<file path="src/rtl/clk_mode_defines.svh">
`ifndef CLK_MODE_DEFINES_SVH
`define CLK_MODE_DEFINES_SVH

// ==========================================================
// register map
`define SYSCLK_ADDR 8'h00
`define FOSC_ADDR 8'h01
`define SYSCLK_RESET 8'h00
`define FOSC_RESET 8'h01
`define SYSCLK_WR_MASK 8'he3
`define FOSC_WR_MASK 8'h0d

// ==========================================================
// field positions
`define SYSCLK_SEL_HI 7
`define SYSCLK_SEL_LO 5
`define SYSCLK_FAST_KEEP 1
`define SYSCLK_SLOW_KEEP 0
`define FOSC_FREQ_HI 3
`define FOSC_FREQ_LO 2
`define FOSC_STABLE 1
`define FOSC_ON 0

// ==========================================================
// encodings
`define SEL_FAST_DIV1 3'h0
`define SEL_SUB 3'h7
`define FREQ_4M 2'h0
`define FREQ_8M 2'h1
`define FREQ_12M 2'h2

// ==========================================================
// rates in kHz, phase accumulator arithmetic
`define REF_KHZ 19'h3_d090
`define FAST_4M_KHZ 19'h0fa0
`define FAST_8M_KHZ 19'h1f40
`define FAST_12M_KHZ 19'h2ee0
`define SLOW_KHZ 19'h0020

// ==========================================================
// timing
`define REF_PERIOD_PS 4000
`define FAST_STABLE_NS 1024
`define FAST_STABLE_CYCLES \
    10'(((`FAST_STABLE_NS * 1000) + `REF_PERIOD_PS - 1) / `REF_PERIOD_PS)
`define SW_CUR_PERIODS 3'h4

`endif

</file>
<file path="src/rtl/clk_mode_pkg.sv">
package clk_mode_pkg;

    typedef enum logic [2:0] {
        PWR_RUN,
        PWR_SLEEP,
        PWR_DOZE_SUB_ONLY,
        PWR_DOZE_BOTH_CLOCKS,
        PWR_DOZE_FAST_ONLY
    } power_state_t;

    typedef enum logic [1:0] {
        SW_IDLE,
        SW_COUNT,
        SW_WAIT_TAR
    } switch_state_t;

    typedef struct packed {
        logic [18:0] acc;
    } osc_state_t;

    typedef struct packed {
        logic [5:0] div_cnt;
        logic [2:0] cur_sel;
        logic [2:0] tgt_sel;
        logic [2:0] cnt;
        switch_state_t st;
    } switch_state_reg_t;

    typedef struct packed {
        logic [2:0] sys_clk_select;
        logic fast_osc_keep_on_stop;
        logic slow_osc_keep_on_stop;
        logic [1:0] fast_osc_freq_select;
        logic fast_osc_on;
        logic fast_osc_stable_flag;
        logic [1:0] freq_active;
        logic [9:0] stable_cnt;
        logic osc_was_run;
        power_state_t pwr;
        logic [7:0] rd_data;
    } ctrl_state_t;

endpackage

</file>
<file path="src/rtl/rc_osc_tick.sv">
`timescale 1ns/1ps
`include "clk_mode_defines.svh"

// ==========================================================
// oscillator model: one-cycle enable at freq_khz on average
module rc_osc_tick
    import clk_mode_pkg::*;
(
    input wire logic ref_clk,
    input wire logic resetn,
    input wire logic run,
    input wire logic [18:0] freq_khz,
    output logic tick
);
    osc_state_t s_r;
    osc_state_t s_nxt;
    logic [18:0] sum;

    always_comb
    begin
        sum = s_r.acc + freq_khz;
        s_nxt = s_r;
        tick = 1'b0;
        if (!run)
        begin
            // stopped oscillator restarts from a clean phase
            s_nxt.acc = '0;
        end
        else if (sum >= `REF_KHZ)
        begin
            s_nxt.acc = sum - `REF_KHZ;
            tick = 1'b1;
        end
        else
        begin
            s_nxt.acc = sum;
        end
    end

    always_ff @(posedge ref_clk or negedge resetn)
    begin
        if (!resetn)
            s_r <= '0;
        else
            s_r <= s_nxt;
    end
endmodule // rc_osc_tick

</file>
<file path="src/rtl/sys_clk_switch.sv">
`timescale 1ns/1ps
`include "clk_mode_defines.svh"

// ==========================================================
// fast divider and glitch-free system clock source switch
module sys_clk_switch
    import clk_mode_pkg::*;
(
    input wire logic ref_clk,
    input wire logic resetn,
    input wire logic fast_tick,
    input wire logic slow_tick,
    input wire logic [2:0] sel,
    output logic sys_tick,
    output logic [6:0] fast_div_tick,
    output logic busy
);
    switch_state_reg_t s_r;
    switch_state_reg_t s_nxt;
    logic [7:0] src_tick;
    logic cur_tick;
    logic tar_tick;

    // divide by 2^i: tick when the low i counter bits are all ones
    genvar i;
    generate
        for (i = 0; i < 7; i++)
        begin : g_div
            localparam logic [5:0] LOW_ONES = 6'((1 << i) - 1);
            assign fast_div_tick[i] = fast_tick & (&(s_r.div_cnt | ~LOW_ONES));
        end
    endgenerate

    assign src_tick = {slow_tick, fast_div_tick};
    assign cur_tick = src_tick[s_r.cur_sel];
    assign tar_tick = src_tick[s_r.tgt_sel];
    assign busy = (s_r.st != SW_IDLE);
    // output held low while waiting for the incoming edge: no runt pulse
    assign sys_tick = (s_r.st == SW_WAIT_TAR) ? tar_tick : cur_tick;

    always_comb
    begin
        s_nxt = s_r;
        if (fast_tick)
            s_nxt.div_cnt = s_r.div_cnt + 6'h01;
        if (s_r.st != SW_IDLE && sel == s_r.cur_sel)
        begin
            s_nxt.st = SW_IDLE;
        end
        else if (sel != s_r.cur_sel && sel != s_r.tgt_sel || s_r.st == SW_IDLE
                 && sel != s_r.cur_sel)
        begin
            // any new target restarts the wait
            s_nxt.tgt_sel = sel;
            s_nxt.cnt = '0;
            s_nxt.st = SW_COUNT;
        end
        else
        begin
            unique case (s_r.st)
                SW_IDLE:
                begin
                    s_nxt.tgt_sel = s_r.cur_sel;
                end
                SW_COUNT:
                begin
                    // four outgoing periods keep running first
                    if (cur_tick)
                    begin
                        s_nxt.cnt = s_r.cnt + 3'h1;
                        if (s_r.cnt == `SW_CUR_PERIODS - 3'h1)
                            s_nxt.st = SW_WAIT_TAR;
                    end
                end
                SW_WAIT_TAR:
                begin
                    if (tar_tick)
                    begin
                        s_nxt.cur_sel = s_r.tgt_sel;
                        s_nxt.st = SW_IDLE;
                    end
                end
            endcase
        end
    end

    always_ff @(posedge ref_clk or negedge resetn)
    begin
        if (!resetn)
            s_r <= '{div_cnt: 6'h00, cur_sel: `SEL_FAST_DIV1, tgt_sel: `SEL_FAST_DIV1,
                     cnt: 3'h0, st: SW_IDLE};
        else
            s_r <= s_nxt;
    end
endmodule // sys_clk_switch

</file>
<file path="src/rtl/system_clock_mode_control.sv">
// Behaviour
// - select 000 fast undivided, 001-110 fast divided 2..64, 111 sub clock
// - fast oscillator runs at 4, 8 or 12 MHz by frequency select
// - frequency select 00=4, 01=8, 10=12, 11=4 MHz
// - sub clock comes from the 32 kHz slow oscillator
// - fast mode: CPU on divided fast clock, all clocks on
// - slow mode: CPU on sub clock, sub and slow clocks on
// - sub-clocked system: fast oscillator runs or stops by its enable bit
// - halt with both keep bits 0: sleep, all clocks stop except the slow and watchdog clocks while watchdog is enabled
// - slow oscillator always on, except sleep where watchdog enable decides
// - halt keep 01: fast off, sub on, system only when select 111
// - halt keep 11: fast, sub and system clocks all on
// - halt keep 10: fast on, sub off, system only when select below 111
// - switch completes within four current periods plus partial source periods
// - control register bits 4 to 2 read zero
// - slow oscillator also feeds watchdog and time base clocks
// - stable flag clears on enable, sets when stable; new frequency then
`timescale 1ns/1ps
`include "clk_mode_defines.svh"

module system_clock_mode_control
    import clk_mode_pkg::*;
(
    input wire logic ref_clk,
    input wire logic resetn,
    input wire logic [7:0] addr,
    input wire logic [7:0] wdata,
    input wire logic wr_en,
    input wire logic rd_en,
    output logic [7:0] rd_data,
    input wire logic halt_req,
    input wire logic wake_req,
    input wire logic watchdog_en,
    output logic cpu_clk_en,
    output logic system_clk_en,
    output logic fast_clk_en,
    output logic [6:0] fast_div_en,
    output logic sub_clk_en,
    output logic slow_osc_clk_en,
    output logic watchdog_clk_en,
    output logic time_base_clk_en,
    output logic fast_osc_run,
    output logic slow_osc_run,
    output logic fast_osc_stable_flag,
    output logic switch_busy,
    output power_state_t power_mode
);
    ctrl_state_t s_r;
    ctrl_state_t s_nxt;

    logic sel_is_sub;
    logic fast_raw_tick;
    logic fast_tick;
    logic slow_tick;
    logic sys_tick;
    logic [18:0] fast_khz;
    logic sub_gate;
    logic fast_gate;
    logic sys_gate;
    logic [7:0] sysclk_view;
    logic [7:0] fosc_view;

    assign sel_is_sub = (s_r.sys_clk_select == `SEL_SUB);

    // ==========================================================
    // register views
    always_comb
    begin
        sysclk_view = '0; // unimplemented bits stay zero
        sysclk_view[`SYSCLK_SEL_HI:`SYSCLK_SEL_LO] = s_r.sys_clk_select;
        sysclk_view[`SYSCLK_FAST_KEEP] = s_r.fast_osc_keep_on_stop;
        sysclk_view[`SYSCLK_SLOW_KEEP] = s_r.slow_osc_keep_on_stop;
        fosc_view = '0;
        fosc_view[`FOSC_FREQ_HI:`FOSC_FREQ_LO] = s_r.fast_osc_freq_select;
        fosc_view[`FOSC_STABLE] = s_r.fast_osc_stable_flag;
        fosc_view[`FOSC_ON] = s_r.fast_osc_on;
    end

    // ==========================================================
    // fast oscillator frequency, from the frequency in effect
    always_comb
    begin
        unique case (s_r.freq_active)
            `FREQ_8M: fast_khz = `FAST_8M_KHZ;
            `FREQ_12M: fast_khz = `FAST_12M_KHZ;
            default: fast_khz = `FAST_4M_KHZ; // 00 and 11 both 4 MHz
        endcase
    end

    // ==========================================================
    // oscillator power per mode
    always_comb
    begin
        fast_osc_run = 1'b0;
        sub_gate = 1'b0;
        fast_gate = 1'b0;
        sys_gate = 1'b0;
        slow_osc_run = 1'b1;
        unique case (s_r.pwr)
            PWR_RUN:
            begin
                // fast source needed unless sub-clocked with enable off
                fast_osc_run = !sel_is_sub || s_r.fast_osc_on;
                fast_gate = 1'b1;
                sub_gate = 1'b1;
                sys_gate = 1'b1;
            end
            PWR_SLEEP:
            begin
                // watchdog alone keeps the slow oscillator alive
                slow_osc_run = watchdog_en;
            end
            PWR_DOZE_SUB_ONLY:
            begin
                sub_gate = 1'b1;
                sys_gate = sel_is_sub;
            end
            PWR_DOZE_BOTH_CLOCKS:
            begin
                fast_osc_run = 1'b1;
                fast_gate = 1'b1;
                sub_gate = 1'b1;
                sys_gate = 1'b1;
            end
            PWR_DOZE_FAST_ONLY:
            begin
                fast_osc_run = 1'b1;
                fast_gate = 1'b1;
                sys_gate = !sel_is_sub;
            end
        endcase
    end

    // ==========================================================
    // oscillators and system clock path
    rc_osc_tick u_fast_osc (
        .ref_clk(ref_clk),
        .resetn(resetn),
        .run(fast_osc_run),
        .freq_khz(fast_khz),
        .tick(fast_raw_tick)
    );

    rc_osc_tick u_slow_osc (
        .ref_clk(ref_clk),
        .resetn(resetn),
        .run(slow_osc_run),
        .freq_khz(`SLOW_KHZ),
        .tick(slow_tick)
    );

    // unstable oscillator output never leaves the block
    assign fast_tick = fast_raw_tick & s_r.fast_osc_stable_flag;

    sys_clk_switch u_switch (
        .ref_clk(ref_clk),
        .resetn(resetn),
        .fast_tick(fast_tick),
        .slow_tick(slow_tick),
        .sel(s_r.sys_clk_select),
        .sys_tick(sys_tick),
        .fast_div_tick(fast_div_en),
        .busy(switch_busy)
    );

    // ==========================================================
    // clock enables handed to the consumers
    assign fast_clk_en = fast_tick & fast_gate;
    assign sub_clk_en = slow_tick & sub_gate;
    assign slow_osc_clk_en = slow_tick;
    assign system_clk_en = sys_tick & sys_gate;
    assign cpu_clk_en = system_clk_en & (s_r.pwr == PWR_RUN);
    assign watchdog_clk_en = slow_tick;
    assign time_base_clk_en = sub_clk_en;
    assign fast_osc_stable_flag = s_r.fast_osc_stable_flag;
    assign power_mode = s_r.pwr;
    assign rd_data = s_r.rd_data;

    // ==========================================================
    // next state
    always_comb
    begin
        s_nxt = s_r;
        s_nxt.rd_data = '0;
        s_nxt.osc_was_run = fast_osc_run;

        // software writes
        if (wr_en && addr == `SYSCLK_ADDR)
        begin
            s_nxt.sys_clk_select = wdata[`SYSCLK_SEL_HI:`SYSCLK_SEL_LO];
            s_nxt.fast_osc_keep_on_stop = wdata[`SYSCLK_FAST_KEEP];
            s_nxt.slow_osc_keep_on_stop = wdata[`SYSCLK_SLOW_KEEP];
        end
        if (wr_en && addr == `FOSC_ADDR)
        begin
            s_nxt.fast_osc_freq_select = wdata[`FOSC_FREQ_HI:`FOSC_FREQ_LO];
            s_nxt.fast_osc_on = wdata[`FOSC_ON];
        end

        // reads answer in the following cycle only
        if (rd_en)
        begin
            if (addr == `SYSCLK_ADDR)
                s_nxt.rd_data = sysclk_view & `SYSCLK_WR_MASK;
            else if (addr == `FOSC_ADDR)
                s_nxt.rd_data = fosc_view;
        end

        // stabilisation: restart on power-up or on a new frequency request
        if (!fast_osc_run)
        begin
            s_nxt.fast_osc_stable_flag = 1'b0;
            s_nxt.stable_cnt = '0;
        end
        else if (!s_r.osc_was_run
                 || s_r.fast_osc_freq_select != s_r.freq_active)
        begin
            // flag drops and the new frequency takes effect in the same cycle
            s_nxt.fast_osc_stable_flag = 1'b0;
            s_nxt.stable_cnt = '0;
            s_nxt.freq_active = s_r.fast_osc_freq_select;
        end
        else if (!s_r.fast_osc_stable_flag)
        begin
            s_nxt.stable_cnt = s_r.stable_cnt + 10'h001;
            if (s_r.stable_cnt == `FAST_STABLE_CYCLES - 10'h001)
                s_nxt.fast_osc_stable_flag = 1'b1;
        end

        // halt and wake; halt only from a running CPU
        unique case (s_r.pwr)
            PWR_RUN:
            begin
                if (halt_req)
                begin
                    unique case ({s_r.fast_osc_keep_on_stop, s_r.slow_osc_keep_on_stop})
                        2'b00: s_nxt.pwr = PWR_SLEEP;
                        2'b01: s_nxt.pwr = PWR_DOZE_SUB_ONLY;
                        2'b11: s_nxt.pwr = PWR_DOZE_BOTH_CLOCKS;
                        2'b10: s_nxt.pwr = PWR_DOZE_FAST_ONLY;
                    endcase
                end
            end
            PWR_SLEEP, PWR_DOZE_SUB_ONLY, PWR_DOZE_BOTH_CLOCKS, PWR_DOZE_FAST_ONLY:
            begin
                if (wake_req)
                    s_nxt.pwr = PWR_RUN;
            end
        endcase
    end

    // ==========================================================
    // state register
    always_ff @(posedge ref_clk or negedge resetn)
    begin
        if (!resetn)
        begin
            s_r <= '{sys_clk_select: 3'(`SYSCLK_RESET >> `SYSCLK_SEL_LO),
                     fast_osc_keep_on_stop: 1'b0,
                     slow_osc_keep_on_stop: 1'b0,
                     fast_osc_freq_select: `FREQ_4M,
                     fast_osc_on: 1'b1,
                     fast_osc_stable_flag: 1'b0,
                     freq_active: `FREQ_4M,
                     stable_cnt: 10'h000,
                     osc_was_run: 1'b0,
                     pwr: PWR_RUN,
                     rd_data: 8'h00};
        end
        else
        begin
            s_r <= s_nxt;
        end
    end
endmodule // system_clock_mode_control

</file>
<file path="config.mk">
export PLATFORM = sky130hd
export DESIGN_NAME = system_clock_mode_control
export DESIGN_NICKNAME = d
export VERILOG_FILES = /design/src/rtl/clk_mode_pkg.sv /design/src/rtl/rc_osc_tick.sv /design/src/rtl/sys_clk_switch.sv /design/src/rtl/system_clock_mode_control.sv
export VERILOG_INCLUDE_DIRS = /design/src /design/src/rtl
export SDC_FILE = /design/constraint.sdc
export NUM_CORES = 1
export LEC_CHECK = 0
export ABC_AREA = 1
export BUFFER_PORTS_ARGS = -buffer_cell sky130_fd_sc_hd__buf_2
export CORE_ASPECT_RATIO = 2
export CORE_UTILIZATION = 30
export DETAILED_ROUTE_END_ITERATION = 10
export PLACE_DENSITY = 0.5
export REMOVE_ABC_BUFFERS = 1
export SLEW_MARGIN = 15
export SYNTH_ARGS = -nofsm -noshare
export SYNTH_HDL_FRONTEND = slang
export SYNTH_HIERARCHICAL = 1
export SYNTH_SLANG_ARGS = --single-unit
</file>
<file path="constraint.sdc">
create_clock -name ref_clk -period 5.1 [get_ports ref_clk]
set_input_delay 0.255 -clock ref_clk [delete_from_list [all_inputs] [get_ports ref_clk]]
set_output_delay 0.255 -clock ref_clk [all_outputs]
set_load 0.02 [all_outputs]
</file>
# After elaboration in Yosys (flattened, before gate mapping)
# Cells that the tools add are included.
dict set report totals {
  word_cells 143
  romBits 0
  mem_bits_rw 0
  output_inout_bits 29
  latchBits 0
  reg_bits 88
  mem_count 0
}
dict set report op_classes {
  add_sub_neg 7
  n_div 0
  mux 41
  shifts 0
  magnitude_cmp 4
  mul 0
  bitwise_logic 13
  n_eq_ne 25
  n_reduce_logical 35
}
# op n
set ops {}
lappend ops {{2-to-1 mux 19 bit} 4}
lappend ops {{>= comparator 19 x 18 -> 1 bit (second input constant)} 2}
lappend ops {{subtractor 19 x 18 -> 19 bit (second input constant)} 2}
lappend ops {{2-to-1 mux 10 bit} 3}
lappend ops {{one-hot mux 14 bit (2 select lines)} 1}
lappend ops {{2-to-1 mux 8 bit} 3}
lappend ops {{adder 19 x 14 -> 19 bit} 1}
lappend ops {{adder 19 x 6 -> 19 bit (second input constant)} 1}
lappend ops {{2-to-1 mux 1 bit} 14}
lappend ops {{2-to-1 mux 3 bit} 4}
lappend ops {{one-hot mux 3 bit (4 select lines)} 1}
lappend ops {{AND reduction 4 bit} 3}
lappend ops {{bitwise AND 1 bit} 11}
lappend ops {{adder 10 x 1 -> 10 bit (second input constant)} 1}
lappend ops {{== test 10 x 8 -> 1 bit (second input constant)} 1}
lappend ops {{== test 3 x 2 -> 1 bit (second input constant)} 3}
lappend ops {{== test 2 bit (second input constant)} 4}
lappend ops {{== test 8 x 1 -> 1 bit (second input constant)} 1}
lappend ops {{zero test 8 bit} 1}
lappend ops {{< comparator 3 x 4 -> 1 bit (second input constant)} 2}
lappend ops {{inequality test 4 x 1 -> 1 bit (second input constant)} 2}
lappend ops {{AND reduction 2 bit} 4}
lappend ops {{nonzero test 2 bit} 4}
lappend ops {{adder 6 x 1 -> 6 bit (second input constant)} 1}
lappend ops {{other kinds (31)} 51}

# Depth between registers and ports, before layout
dict set report depth {
  ltp_word 14
  mapped_depth 36
  mapped_depth_nobuf 35
}

# Hierarchy
# The synthesis kept the hierarchy.
# mod seq_area_each_um2 area_each_um2 cells_each n_inst
set by_module_without_submodules {}
lappend by_module_without_submodules {rc_osc_tick 475.5 2785.2 450 2}
lappend by_module_without_submodules {system_clock_mode_control 802.0 1926.8 259 1}
lappend by_module_without_submodules {sys_clk_switch 425.4 1192.4 161 1}

# Worst setup path after synthesis
# Ideal clock, no wire load.
dict set report synth_path {
  kind {register to output}
  startpoint {register, netlist name s_r[22]}
  endpoint {output system_clk_en}
  setup_slack_ps 744
  path_stages_with_launch 33
  arrival_ps 4101
  cell_sequence {dfrtp_1 inv_2 ha_1 inv_1 ha_1 nand2_1 nand2_1 nand2_1 nand2_1 a21oi_2 nand2_1 nand2_1 nand2_1 nor2_1 nand3_4 nor2_8 nor2_8 nand2_8 buf_12 nand2_4 inv_1 nand2_1 inv_1 nand2_1 nor2_4 nand2_2 nand2_1 nand2_1 nand3_1 nand2_1 o21ai_0 inv_1 a211oi_1}
}
# item line
set synth_rtl {}
lappend synth_rtl {{to (decl)} system_clock_mode_control.sv:35} ;# output logic system_clk_en,

==> impl_results.md <==
- Seq. cell area: 2180 um^2
- Slew HR: 44.8%
- Worst Tran Pin Value: 0.826 ns
- Setup violators final: 0
- Vias: 8181
- Initial antenna violation count: 0
- Leading area contributor after synthesis: dfrtp_1
- Yosys top cell area share: 24.8%
- DR iter-0 viols: 306
- Drt pass-1 iters: 5
- Final min period: 4.79 ns
- Max-slew violations: 0
- Filler cells: 3190
- Hold_sp: wdata[3]
- Hold Slack: 0.0959 ns
- Synth unique cells: 48
- Final setup TNS: 0 ns
- CP peak stage delay: 0.40 ns
- Average size of a mapped cell: 6.58 um^2
- Core region area: 28300 um^2
- Ys Warns: 6
- Clk Latency, worst-skew pair: 0.37 ns
- Worst Path Buf+Inv: 5
- Max stage delay cell, worst path: ha_1
- Maximum clock path buffer count: 2
- Maxcap violations: 0
- Post-route cell area: 9710 um^2
- Clock Skew: 0.00993 ns
- Hold Path Class: primary input to flip-flop
- RSZ-0062 raised after global routing: no
- Die area: 29700 um^2
- Number of global-route vias before repair: 8140
- Critical path's top delay family: simple AND/OR/NAND/NOR gates
- Synth-to-layout area growth: 11.8%
- Total Power: 7.03 mW
- Final Core Density: 34.3%
- Critical path class: flip-flop to primary output
- Die Width: 122 um
- Multi-input gate area: 5740 um^2
- Die Y: 243 um
- DRC errors left: 0
- Routed WL: 24900 um
- Yosys reg bits: 87
- Most common cell after layout, fill and taps aside: nand2_1
- # rows: 87
- Mapped Cells: 1320
- Root Driver: clkbuf_16
- Share of cells above drive strength 1: 18.8%
- Crit. End Element: primary output
- Port bufs: 49
- Critical Path Source: s_r[22]$_DFFE_PN0P_
- GR Overflow Total: 0
- Num CTS Buffers: 9
- H-tree Lvls: 3
- Clock sinks: 87
- Num ports: 52
- Critical Path RT: 4.85 ns
- Layout Nets: 1474
- Fmax: 0.209 GHz
- Reg2reg start: s_r[22]$_DFFE_PN0P_
- Vias per cell: 4.66
- Most frequent cells in the layout: nand2_1, inv_1, nor2_1
- Main area contributors after synthesis: dfrtp_1, nand2_1, ha_1
- Remaining antenna violation count: 0
- Setup crit start kind: flip-flop
- CTS tree: built
- Placer congestion estimate: 0.874
- Worst path most repeated cell: nand2_1
- Placed instance area: 9330 um^2
- Leakage: 5.34 nW
- HPWL after DPL: 20800 um
- Cell Area, Synth: 8690 um^2
- Critical Path Fanout Max: 7
- Final count of hold timing violations: 0
- Drt wl/cell: 14.2 um
- First-pass GRT wire length: 40000 um
- Pwr/cell area: 724 nW/um^2
- # diodes: 0
- Peak VDD IR: 0.000353 V
- Status: complete, no violations
- GRT Resource Usage Total: 17.8%
- Seq/Total Area, Yosys: 25.1%
- Tcrit/Tclk final: 94.0%
- Initial core utilization: 30.7%
- Largest net degree at the start of global routing: 51
- Worst EP arrival: 4.54 ns
- Worst-path clk slew: 0.06 ns
## final timing paths
kind	end	cells after the start	slack, ns
min	fosc_view[3]$_DFFE_PN0P_	3	0.1
max in group asynchronous	fosc_view[0]$_DFFE_PN1P_	3	3.62
min in group asynchronous	u_switch/s_r[12]$_DFFE_PN0P_	2	0.45
min reg2reg	u_switch/s_r[16]$_DFFE_PN0P_	1	0.47
max reg2reg	u_switch/s_r[0]$_DFFE_PN0P_	29	1.22
max	system_clk_en	29	0.31
## worst register-to-register path: cells and delay by family, from the launching register on
family / cells / cell delay (ns)
simple gates: 24 / 2.46
buf+inv: 3 / 0.32
fa+ha+maj: 2 / 0.59
flops: 1 / 0.39
## cell families (layout without fill, tap and decap cells)
kind of cell,Yosys count,in the layout,synth area share (%)
mux,1,1,0.130
simple gates,833,833,46.2
compound gates,92,92,6.28
flops,87,87,25.1
xor+xnor,31,31,3.30
fa+ha+maj,55,55,8.09
other cells,2,35,0.0864
buf+inv,219,267,10.8
## metrics by stage
step	cells	setup slack, ns
4_1_cts	1755	0.00336
3_3_place_gp	1738	0.426
5_1_grt	1757	0.000802
3_5_place_dp	1738	0.413
6_report	1757	0.307
2_1_floorplan	1329	0.474
## power breakdown
part	internal [mW]	total (mW)	leakage, nW	switching, mW
combinational	1.68	5.30	4.08	3.62
sequential	0.890	1.02	1.11	0.125
clock	0.407	0.714	0.145	0.306
## final cells by class
| cell class | count | share of cell area (%) |
|---|---|---|
| Clock inverter | 4 | 0.554 |
| Sequential cell | 87 | 22.4 |
| Tap cell | 356 | 4.59 |
| Clock buffer | 12 | 2.64 |
| Inverter | 195 | 7.56 |
| Timing Repair Buffer | 56 | 3.14 |
| Multi-Input combinational cell | 1047 | 59.1 |
## Yosys cell counts (all sizes together)
library cell,number
nor3,9
and2,2
nand3b,12
nand4,24
dfstp,1
dfrtp,86
o22ai,1
buf,24
o211a,1
clkinv,2
nand3,129
o21ai,37
xor2,19
o21bai,1
o221ai,2
inv,193
or2,2
a211oi,1
fa,2
nand2,505
nor2,150
ha,53
conb,2
o211ai,2
xnor2,12
a21oi,47
mux2,1
## flip-flops by register name, indices dropped and copies added (netlist names)
name	cells
power_mode	3
u_fast_osc/s_r	19
s_r	18
rd_data	7
fosc_view	3
u_switch/s_r	17
u_slow_osc/s_r	19
fast_osc_stable_flag	1
## repair_timing
item | in CTS | in global routing
hold endpoints to repair | 49 | 0
pin swaps | 0 | 1
buffers inserted | 0 | 2
resized for setup | 1 | 15
setup endpoints to repair | 1 | 2
hold buffers | 1 | 0
## metal layers
layer | track usage (%) | vias to the layer above | part of all wire, %
li1 | - | 4240 | -
met4 | 12.0 | 0 | 6.2
met5 | 0 | - | 0
met3 | 2.73 | 67 | 2.3
met1 | 15.2 | 3719 | 33
met2 | 35.6 | 155 | 59
(Power assumes the default switching activity.)
